===== config.mk =====
export PLATFORM = sky130hd
export DESIGN_NAME = pef_power_events
export DESIGN_NICKNAME = d
export VERILOG_FILES = /design/src/shared/pef_pkg.sv /design/src/rtl/pef_event_flag.sv /design/src/rtl/pef_power_events.sv
export SDC_FILE = /design/constraint.sdc
export NUM_CORES = 1
export LEC_CHECK = 0
export BUFFER_PORTS_ARGS = -buffer_cell sky130_fd_sc_hd__buf_2
export CORE_MARGIN = 2
export CORE_UTILIZATION = 40
export DETAILED_ROUTE_END_ITERATION = 10
export GPL_TIMING_DRIVEN = 1
export HOLD_SLACK_MARGIN = 0.02
export MAX_ROUTING_LAYER = met4
export PLACE_DENSITY_LB_ADDON = 0.2
export SETUP_SLACK_MARGIN = 0.02
export SLEW_MARGIN = 0
export SYNTH_ARGS = -nofsm -noshare
export SYNTH_HDL_FRONTEND = slang
export SYNTH_HIERARCHICAL = 1
export SYNTH_SLANG_ARGS = --single-unit

===== constraint.sdc =====
create_clock -name clk -period 2.25 [get_ports clk]
set_clock_uncertainty 0.05 [all_clocks]
set_input_delay 0.225 -clock clk [delete_from_list [all_inputs] [get_ports clk]]
set_output_delay 0.225 -clock clk [all_outputs]
set_load 0.03 [all_outputs]

===== src/shared/pef_pkg.sv =====
// Constants for the power event flag and interrupt pin configuration block
package pef_pkg;
    localparam logic [7:0] ADDR_POWER_CFG      = 8'hc5;
    localparam logic [7:0] ADDR_KEY            = 8'hc1;
    localparam logic [7:0] ADDR_EVENT_ENABLE   = 8'hec;
    localparam logic [7:0] ADDR_PERIPHERAL_CFG_CFG     = 8'hf4;
    localparam logic [7:0] ADDR_BATT_SWITCH    = 8'hf5;
    localparam logic [7:0] ADDR_EVENT_FLAGS    = 8'hf8;
    localparam logic [7:0] ADDR_SCRATCH_ONE    = 8'hfb;
    localparam logic [7:0] ADDR_SCRATCH_TWO    = 8'hfc;
    localparam logic [7:0] ADDR_SCRATCH_THREE  = 8'hfd;
    localparam logic [7:0] ADDR_SCRATCH_FOUR   = 8'hfe;
    localparam logic [7:0] ADDR_IRQ_PIN_CFG    = 8'hff;

    localparam logic [7:0] UNLOCK_KEY          = 8'hea;

    localparam int BIT_SUPPLY_RESTORED = 7;
    localparam int BIT_SUMMARY         = 6;
    localparam int BIT_SAG             = 5;
    localparam int BIT_RESERVED        = 4;
    localparam int BIT_DCIN_MEASURE    = 3;
    localparam int BIT_BATTERY_MON     = 2;
    localparam int BIT_BATTERY_SWITCH  = 1;
    localparam int BIT_DCIN_LOW        = 0;

    // Pin config field positions
    localparam int CAL_SEL_LSB   = 5;
    localparam int IRQ1_FN_LSB   = 1;
    localparam int IRQ0_FN_BIT   = 0;

    // Bits of the flag register that hardware may set (bit 6 and bit 4 excluded)
    localparam logic [7:0] EVENT_MASK    = 8'haf;
    // Writable bits of the pin config register (bits 7 and 4 reserved)
    localparam logic [7:0] PIN_CFG_MASK  = 8'h6f;
    localparam logic [7:0] BATT_SW_MASK  = 8'h03;
    localparam logic [7:0] PERIPHERAL_CFG_MASK   = 8'h0b;

    localparam logic [7:0] RST_ZERO      = 8'h00;
    // Supply source and supply good read as set out of reset
    localparam logic [7:0] RST_PERIPHERAL_CFG    = 8'h60;

    // Calibration windows in seconds and output rates in Hz
    localparam real CAL_WINDOW_LONG_S   = 30.5;
    localparam real CAL_WINDOW_SHORT_S  = 0.244;
    localparam int  CAL_FREQ_SEL0_HZ    = 1;
    localparam int  CAL_FREQ_SEL1_HZ    = 512;
    localparam int  CAL_FREQ_SEL2_HZ    = 500;
    localparam int  CAL_FREQ_SEL3_HZ    = 16384;

    typedef enum logic [3:0] {
        PEF_CAL_1HZ    = 4'b0001,
        PEF_CAL_512HZ  = 4'b0010,
        PEF_CAL_500HZ  = 4'b0100,
        PEF_CAL_16KHZ  = 4'b1000
    } pef_cal_mode_t;
endpackage


===== src/rtl/pef_event_flag.sv =====
// One sticky event flag: edge of the event sets it, a zero write clears it
`timescale 1ns/1ps
module pef_event_flag (
    input  wire logic clk,
    input  wire logic rstn,
    input  wire logic eventIn,
    input  wire logic clearReq,
    output logic      flag
);
    logic evtSync1_r;
    logic evtSync2_r;
    logic evtPrev_r;
    logic evtRise;

    assign evtRise = evtSync2_r & ~evtPrev_r;

    always_ff @(posedge clk) begin
        if (!rstn) begin
            evtSync1_r <= 1'b0;
            evtSync2_r <= 1'b0;
            evtPrev_r  <= 1'b0;
            flag       <= 1'b0;
        end else begin
            evtSync1_r <= eventIn;
            evtSync2_r <= evtSync1_r;
            evtPrev_r  <= evtSync2_r;
            // Set wins over a clear in the same cycle so no event is dropped
            if (evtRise)
                flag <= 1'b1;
            else if (clearReq)
                flag <= 1'b0;
        end
    end
endmodule


===== src/rtl/pef_power_events.sv =====
// Power event flags, event enables and key-protected interrupt pin configuration
`timescale 1ns/1ps
// Function
// - Select 00/01/10/11 gives 1 Hz, 512 Hz (30.5 s) or 500 Hz, 16 kHz (0.244 s), reset 00.
// - The pin configuration register accepts a write only while the key register holds 0xea.
// - Flag bit 7 sets when the switched supply moves from battery back to main supply.
// - Flag bit 6 sets whenever an enabled power event condition occurs.
// - Flag bit 5 sets on a line voltage sag report.
// - Flag bit 3 sets on a DC input change past its threshold or a new DC input measurement.
// - Flag bit 2 sets on battery below threshold or a new battery measurement.
// - Flag bit 1 sets when the switched supply moves from main supply to battery.
// - Flag bit 0 sets when the DC input falls below 1.2 V.
// - Each flag except summary bit 6 has its own enable bit, reset 0, and only enabled flags feed the summary.
module pef_power_events (
    input  wire logic       clk,
    input  wire logic       rstn,
    input  wire logic [7:0] sfrAddr,
    input  wire logic [7:0] sfrWrData,
    input  wire logic       sfrWrEn,
    input  wire logic       sfrRdEn,
    input  wire logic       onMainSupply,
    input  wire logic       sagEvent,
    input  wire logic       dcinDeltaEvent,
    input  wire logic       dcinReadyEvent,
    input  wire logic       battLowEvent,
    input  wire logic       battReadyEvent,
    input  wire logic       dcinLowEvent,
    output logic [7:0]      sfrRdData,
    output logic            sfrHit,
    output logic [3:0]      calOutSel,
    output logic            calWindowLong,
    output logic            extIrq1Enable,
    output logic            extIrq1GpioMode,
    output logic            batteryCtrlInputEn,
    output logic            extIrq0Enable,
    output logic [7:0]      eventFlagsOut,
    output logic            powerEventIrq
);
    logic [7:0] unlockKey_r;
    logic [7:0] irqPinCfg_r;
    logic [7:0] eventEnable_r;
    logic [7:0] powerCfg_r;
    logic [7:0] periphCfg_r;
    logic [7:0] battSwitchCfg_r;
    logic [7:0] scratch_r [4];
    logic       summary_r;
    logic [7:0] flags;
    logic [7:0] flagClear;
    logic [7:0] eventVec;
    logic [7:0] rdMux;
    logic       hitAddr;
    logic       suppSync1_r;
    logic       suppSync2_r;
    logic       suppPrev_r;
    logic       wrFlags;
    logic       wrPinCfg;
    logic       pinCfgUnlocked;
    logic       summarySet;
    logic [2:0] irq1Fn;
    pef_pkg::pef_cal_mode_t calMode;

    function automatic logic wrHit(input logic [7:0] a);
        wrHit = sfrWrEn && (sfrAddr == a);
    endfunction

    // Supply source level sampled once; edges each way feed two flags
    always_ff @(posedge clk) begin
        if (!rstn) begin
            suppSync1_r <= 1'b1;
            suppSync2_r <= 1'b1;
            suppPrev_r  <= 1'b1;
        end else begin
            suppSync1_r <= onMainSupply;
            suppSync2_r <= suppSync1_r;
            suppPrev_r  <= suppSync2_r;
        end
    end

    assign eventVec[pef_pkg::BIT_SUPPLY_RESTORED] = suppSync2_r & ~suppPrev_r;
    assign eventVec[pef_pkg::BIT_SUMMARY]         = 1'b0;
    assign eventVec[pef_pkg::BIT_SAG]             = sagEvent;
    assign eventVec[pef_pkg::BIT_RESERVED]        = 1'b0;
    assign eventVec[pef_pkg::BIT_DCIN_MEASURE]    = dcinDeltaEvent | dcinReadyEvent;
    assign eventVec[pef_pkg::BIT_BATTERY_MON]     = battLowEvent | battReadyEvent;
    assign eventVec[pef_pkg::BIT_BATTERY_SWITCH]  = ~suppSync2_r & suppPrev_r;
    assign eventVec[pef_pkg::BIT_DCIN_LOW]        = dcinLowEvent;

    assign wrFlags   = wrHit(pef_pkg::ADDR_EVENT_FLAGS);
    assign flagClear = {8{wrFlags}} & ~sfrWrData;

    // Supply edges are already synchronous pulses; the flag cell resamples them,
    // costing two cycles of latency but keeping one flag cell for all sources
    for (genvar i = 0; i < 8; i++) begin : gFlag
        if (pef_pkg::EVENT_MASK[i]) begin : gLive
            pef_event_flag uFlag (
                .clk      (clk),
                .rstn     (rstn),
                .eventIn  (eventVec[i]),
                .clearReq (flagClear[i]),
                .flag     (flags[i])
            );
        end else if (i == pef_pkg::BIT_SUMMARY) begin : gSum
            assign flags[i] = summary_r;
        end else begin : gZero
            assign flags[i] = 1'b0;
        end
    end

    // Summary raised by any enabled flag; a new level beats a clear
    assign summarySet = |(flags & eventEnable_r & pef_pkg::EVENT_MASK);

    assign pinCfgUnlocked = (unlockKey_r == pef_pkg::UNLOCK_KEY);
    assign wrPinCfg       = wrHit(pef_pkg::ADDR_IRQ_PIN_CFG) && pinCfgUnlocked;

    always_ff @(posedge clk) begin
        if (!rstn) begin
            summary_r <= 1'b0;
        end else if (summarySet) begin
            summary_r <= 1'b1;
        end else if (flagClear[pef_pkg::BIT_SUMMARY]) begin
            summary_r <= 1'b0;
        end
    end

    always_ff @(posedge clk) begin
        if (!rstn) begin
            unlockKey_r     <= pef_pkg::RST_ZERO;
            irqPinCfg_r     <= pef_pkg::RST_ZERO;
            eventEnable_r   <= pef_pkg::RST_ZERO;
            powerCfg_r      <= pef_pkg::RST_ZERO;
            periphCfg_r     <= pef_pkg::RST_ZERO;
            battSwitchCfg_r <= pef_pkg::RST_ZERO;
            for (int k = 0; k < 4; k++)
                scratch_r[k] <= pef_pkg::RST_ZERO;
        end else begin
            if (wrHit(pef_pkg::ADDR_KEY))
                unlockKey_r <= sfrWrData;
            if (wrPinCfg)
                irqPinCfg_r <= sfrWrData & pef_pkg::PIN_CFG_MASK;
            if (wrHit(pef_pkg::ADDR_EVENT_ENABLE))
                eventEnable_r <= sfrWrData & pef_pkg::EVENT_MASK;
            if (wrHit(pef_pkg::ADDR_POWER_CFG))
                powerCfg_r <= sfrWrData;
            if (wrHit(pef_pkg::ADDR_PERIPHERAL_CFG_CFG))
                periphCfg_r <= sfrWrData & pef_pkg::PERIPHERAL_CFG_MASK;
            if (wrHit(pef_pkg::ADDR_BATT_SWITCH))
                battSwitchCfg_r <= sfrWrData & pef_pkg::BATT_SW_MASK;
            if (wrHit(pef_pkg::ADDR_SCRATCH_ONE))
                scratch_r[0] <= sfrWrData;
            if (wrHit(pef_pkg::ADDR_SCRATCH_TWO))
                scratch_r[1] <= sfrWrData;
            if (wrHit(pef_pkg::ADDR_SCRATCH_THREE))
                scratch_r[2] <= sfrWrData;
            if (wrHit(pef_pkg::ADDR_SCRATCH_FOUR))
                scratch_r[3] <= sfrWrData;
        end
    end

    // Pin decode: bit 1 of the field picks battery control, bits 2..3 both set enable
    assign irq1Fn = irqPinCfg_r[pef_pkg::IRQ1_FN_LSB +: 3];
    always_comb begin
        unique case (irqPinCfg_r[pef_pkg::CAL_SEL_LSB +: 2])
            2'b00: calMode = pef_pkg::PEF_CAL_1HZ;
            2'b01: calMode = pef_pkg::PEF_CAL_512HZ;
            2'b10: calMode = pef_pkg::PEF_CAL_500HZ;
            2'b11: calMode = pef_pkg::PEF_CAL_16KHZ;
        endcase
    end

    assign hitAddr = (sfrAddr == pef_pkg::ADDR_KEY) ||
                     (sfrAddr == pef_pkg::ADDR_POWER_CFG) ||
                     (sfrAddr == pef_pkg::ADDR_EVENT_ENABLE) ||
                     (sfrAddr == pef_pkg::ADDR_PERIPHERAL_CFG_CFG) ||
                     (sfrAddr == pef_pkg::ADDR_BATT_SWITCH) ||
                     (sfrAddr == pef_pkg::ADDR_EVENT_FLAGS) ||
                     (sfrAddr >= pef_pkg::ADDR_SCRATCH_ONE);

    // Peripheral status bits 6..5 reflect the live supply source
    assign rdMux =
        (sfrAddr == pef_pkg::ADDR_KEY)          ? unlockKey_r :
        (sfrAddr == pef_pkg::ADDR_POWER_CFG)    ? powerCfg_r :
        (sfrAddr == pef_pkg::ADDR_EVENT_ENABLE) ? eventEnable_r :
        (sfrAddr == pef_pkg::ADDR_PERIPHERAL_CFG_CFG)   ? (periphCfg_r | {1'b0, suppSync2_r,
                                                    suppSync2_r, 5'h00}) :
        (sfrAddr == pef_pkg::ADDR_BATT_SWITCH)  ? battSwitchCfg_r :
        (sfrAddr == pef_pkg::ADDR_EVENT_FLAGS)  ? flags :
        (sfrAddr == pef_pkg::ADDR_SCRATCH_ONE)  ? scratch_r[0] :
        (sfrAddr == pef_pkg::ADDR_SCRATCH_TWO)  ? scratch_r[1] :
        (sfrAddr == pef_pkg::ADDR_SCRATCH_THREE)? scratch_r[2] :
        (sfrAddr == pef_pkg::ADDR_SCRATCH_FOUR) ? scratch_r[3] :
        (sfrAddr == pef_pkg::ADDR_IRQ_PIN_CFG)  ? irqPinCfg_r : 8'h00;

    always_ff @(posedge clk) begin
        if (!rstn) begin
            sfrRdData          <= 8'h00;
            sfrHit             <= 1'b0;
            calOutSel          <= 4'h1;
            calWindowLong      <= 1'b1;
            extIrq1Enable      <= 1'b0;
            extIrq1GpioMode    <= 1'b1;
            batteryCtrlInputEn <= 1'b0;
            extIrq0Enable      <= 1'b0;
            eventFlagsOut      <= 8'h00;
            powerEventIrq      <= 1'b0;
        end else begin
            sfrRdData          <= sfrRdEn ? rdMux : 8'h00;
            sfrHit             <= (sfrRdEn | sfrWrEn) & hitAddr;
            calOutSel          <= calMode;
            calWindowLong      <= ~irqPinCfg_r[pef_pkg::CAL_SEL_LSB + 1];
            extIrq1Enable      <= irq1Fn[2] & irq1Fn[1];
            extIrq1GpioMode    <= ~irq1Fn[0];
            batteryCtrlInputEn <= irq1Fn[0];
            extIrq0Enable      <= irqPinCfg_r[pef_pkg::IRQ0_FN_BIT];
            eventFlagsOut      <= flags;
            powerEventIrq      <= summary_r;
        end
    end
endmodule


Word-level counts from Yosys, hierarchy flattened
Memories as Yosys holds them, arrays and structs flattened.
Index checks and enable logic that the tools add are counted.

cells by class
  muxes and demuxes = 43
  eq/ne operators = 15
  magnitude comparators = 1
  bitwise operators = 31
  reduce and logical (&&, ||, !) cells = 28

operators by type and width
  operator                                                          count
  8-bit two-way mux                                                 14
  8-bit == test (second input constant)                             12
  1-bit two-way mux                                                 27
  8-bit bitwise AND                                                 2
  4-bit case mux with 4 select lines                                1
  2-bit nonzero test                                                7
  1-bit logical AND                                                 12
  1-bit bitwise AND                                                 10
  1-bit inverter                                                    10
  8-bit >= comparator (second input constant)                       1
  8-bit inverter                                                    1
  7-bit two-way mux                                                 1
  1-bit OR                                                          7
  4-bit by 7-bit OR with 7-bit output                               1
  1-bit logical OR                                                  6
  6-bit OR reduction                                                1
  2-bit == test (second input constant)                             2
  2-bit by 1-bit == test with 1-bit output (second input constant)  1
  2-bit zero test                                                   1
  2-bit AND reduction                                               1

word-level totals
  memories = 1
  RAM bits = 32
  logic and storage cells = 164
  register bits after elaboration = 88
  input bits = 27

memory list
  memory     depth  bits a word  read ports  clocked after Yosys merged registers in  wr ports  RTL line                text
  scratch_r  4      8            4           0                                        4         pef_power_events.sv:45  logic [7:0] scratch_r [4];

Depth between registers and ports, before layout
  depth after elaboration = 12
  mapped depth = 7
  depth with buffers taken out = 6

Hierarchy
The synthesis kept the hierarchy.

by module, submodules not included
  module            area each (um^2)  times used  cells an instance  seq. area each (um^2)
  pef_power_events  4179.0            1           421                2202.1
  pef_event_flag    122.6             6           10                 80.1

Least setup slack after synthesis
OpenSTA, ideal clock, no wires.

  path type = input-to-reg
  start point = input port sfrAddr[2]
  end point = memory scratch_r[2][0] (enable)
  setup slack = 0.113 ns
  stages on the path = 5
  arrival = 1.703 ns
  library setup time = 0.384 ns
  path buffers = 3
  path through = clkbuf_1 buf_2 buf_2 nand3_1 o21ai_0

RTL lines
  what             RTL line                text
  start, declared  pef_power_events.sv:17  input wire logic [7:0] sfrAddr,
  end, declared    pef_power_events.sv:45

Worst setup path in the final report
  start point = register unlockKey_r[3]
  end point = register irqPinCfg_r[5]

on the way
  cells in the longest elaborated chain, start to end = 2

ends and longest elaborated chain
  what                    RTL line                 text
  start, declared         pef_power_events.sv:39   logic [7:0] unlockKey_r;
  start signal, assigned  pef_power_events.sv:127  unlockKey_r <= pef_pkg::RST_ZERO;
  start signal, assigned  pef_power_events.sv:137  unlockKey_r <= sfrWrData;
  8-bit == test           pef_power_events.sv:112  assign pinCfgUnlocked = (unlockKey_r == pef_pkg::UNLOCK_KEY);
  1-bit logical AND       pef_power_events.sv:113  assign wrPinCfg = wrHit(pef_pkg::ADDR_IRQ_PIN_CFG) && pinCfgUnlocked;
  end signal, assigned    pef_power_events.sv:128  irqPinCfg_r <= pef_pkg::RST_ZERO;
  end signal, assigned    pef_power_events.sv:139  irqPinCfg_r <= sfrWrData & pef_pkg::PIN_CFG_MASK;
  end, declared           pef_power_events.sv:40   logic [7:0] irqPinCfg_r;

No other way between the ends.
A chain may end at the register's enable or synchronous reset.

==> run summary <==
# setup viols final: 0
Most frequent cell after synthesis: dfxtp_1
Vias in the first global route: 3581
Die area: 13200 um2
First-pass DRT Iterations: 5
Number of placed instances with taps included: 679
Pin count of the biggest net entering global routing: 49
Layout cells sized above 1: 21.5%
Status: complete, no violations
Max-capacitance violation count: 0
Nets: 581
Main synth FF type: dfxtp_1
PortBufs: 52
Avg WL per Cell: 17.8 um
Die X: 115 um
DP Wirelength: 8640 um
Shortest period the worst path allows: 1.82 ns
Yosys top cell area share: 35.0%
CP max stage cell: or3_1
Slew Viols, Final: 0
Syn-to-layout area delta: 22.2%
Cell taking the most area after synthesis: dfxtp_1
Die height: 115 um
H-Tree Depth: 4
CTS tree: built
Final period util: 81.0%
Core Area: 12000 um2
Max Freq: 549 MHz
Critical path class: reg -> reg
Clock buffer depth: 2
Sequential cell area fraction in the yosys report: 54.6%
Rows: 40
Vias: 3767
Final Hold Viols: 0
Worst-path fanout max: 6
DR vias/cell: 5.28
Post-synth ARST share: 0%
Final non-filler cell total: 714
Starting Density: 40.9%
Synth Register Bits: 118
Cts repair resizes: 0
Cell Area, Synth: 4910 um2
Hold WC Path Type: in -> reg
Clk Latency, worst-skew pair: 0.41 ns
Synth area leaders: dfxtp_1 (35%), edfxtp_1 (20%), and2_1 (7.9%)
Mapped Nets: 508
R2R depth: 5
Worst path arrival time: 2.06 ns
CTS clk-pin slew, worst paths: 0.05 ns
Post-synth EDFFs: 32
CTS Buf Count: 17
Final ANT Viol Nets: 0
First-pass GRT wire length: 19700 um
Fin Setup TNS: 0 ns
Instance count on the critical path: 5
N_diodes: 0
Fill cells: 1091
Cell area power density: 832 nW/um2
DRC errors left: 0
CP startpoint kind: flop
Ys Warns: 6
CP bufs+invs: 0
Routability cong.: 0.946
Initial antenna violation count: 0
Io pins: 54
Cells after Synth: 481
Crit path largest cell delay: 0.52 ns
Overall routed net length: 12700 um
RSZ-0062 raised after global routing: no
Leak pwr: 2.41 nW
FF-to-FF setup slack: 0.43 ns
Gr usage total: 21.0%
Mean post-synth cell area: 10.2 um2
Critical path required time: 2.49 ns
Grt ovf: 0
Post-synth top cells: dfxtp_1 (86), and2_1 (62), nand2_1 (42)
Post-CTS setup buffers: 0
Worst setup EP type: flop
Largest delay share family, worst path: simple AND/OR/NAND/NOR gates
CP Cell Sequence: nor4bb_1 > nand3_1 > or3_1 > mux2i_1 > nor2_1
Hold depth: 3
Initial DRC Count: 319
Hold Buf Count CTS: 3
Clk sink count: 118
CTS Root Buffer Type: clkbuf_16
Peak VDD IR: 0.483 mV
Netlist cell types: 53
metrics by stage:
step	power [mW]	utilization, %	worst slack [ns]	instance area, um2	hold WS, ns
2_1_floorplan	2.45	-	0.113	4910	0.248
3_3_place_gp	2.57	45.2	0.255	5430	0.349
3_5_place_dp	2.58	45.2	0.226	5430	0.347
4_1_cts	5.04	50.0	0.444	6010	0.0405
5_1_grt	5.19	50.0	0.373	6010	0.0521
6_report	5.00	50.0	0.428	6010	0.0568
path summary, 6_finish.rpt:
kind                  startpoint                              end
setup / recovery  unlockKey_r[3]                   irqPinCfg_r[5]
hold reg to reg      suppSync1_r                      suppSync2_r
setup reg to reg  unlockKey_r[3]                   irqPinCfg_r[5]
hold / removal      battLowEvent  gFlag[2].gLive.uFlag/evtSync1_r
power by group:
group	switching (mW)	total, mW	internal [mW]
Clock	0.909	2.46	1.55
Combinational	0.182	0.285	0.104
Sequential	0.0220	2.26	2.23
tightest hold or removal path: stages:
cell    delay (ns)
buf_2         0.07
or2_2         0.09
and2_1        0.10
area by class of cell:
cell class                      instances  area [um2]  share of cell area (%)
Clock inverter                          8        45.0                   0.750
Tap cell                              147         184                    3.06
Inverter                                5        18.8                   0.312
Sequential cell                       118        2680                    44.7
Timing Repair Buffer                   79         470                    7.83
Multi-Input combinational cell        333        2100                    35.0
Clock buffer                           24         503                    8.37
per-layer routing:
layer  vias to the layer above  global-route usage, %  wire length, um
met3                        30                   6.43              638
met4                         0                   8.92              349
met1                      1785                   26.6             5940
met5                         -                      -                0
met2                       124                   31.2             5770
li1                       1828                      -                -
flip-flops by register name (all words and copies together), names as in the netlist, 2 cells and up:
| name | count |
|---|---|
| battSwitchCfg_r | 2 |
| calOutSel | 4 |
| eventEnable_r | 6 |
| eventFlagsOut | 7 |
| gFlag.gLive.uFlag/evtPrev_r | 6 |
| gFlag.gLive.uFlag/evtSync1_r | 6 |
| gFlag.gLive.uFlag/evtSync2_r | 6 |
| gFlag.gLive.uFlag/flag | 6 |
| irqPinCfg_r | 6 |
| periphCfg_r | 3 |
| powerCfg_r | 8 |
| scratch_r | 32 |
| sfrRdData | 8 |
| unlockKey_r | 8 |
cells in the final DEF, fill, tap and decap left out, types with 3 or more instances in the layout:
cell type and instances:
buf_4 24, a211oi_1 3, nor2_1 35, nor3_1 6, nand2_1 42, clkbuf_16 18
inv_1 4, dlygate4sd3_1 3, a221oi_1 3, and2_1 62, dfxtp_1 86, nand3_1 11
clkinv_2 6, o22ai_1 8, nand2b_1 18, mux2i_1 30, o21ai_0 19, a22oi_1 6
clkbuf_1 3, or2_2 4, buf_2 52, a21oi_1 30, edfxtp_1 32, nand3b_1 6
a21boi_2 6, clkbuf_8 3, nor2b_1 4
cell families (layout without fill, tap and decap cells):
family                 after synthesis  count (layout)  share of synthesized area [%]
AO/OA/AOI/OAI                       88              88                           11.5
XOR/XNOR                             1               1                          0.178
buffers and inverters               30             116                           2.62
flip-flops                         118             118                           54.6
multiplexers                        34              34                           7.64
other                                1               1                         0.0763
AND/OR/NAND/NOR                    209             209                           23.4
Power figures use the tool's default switching activity.
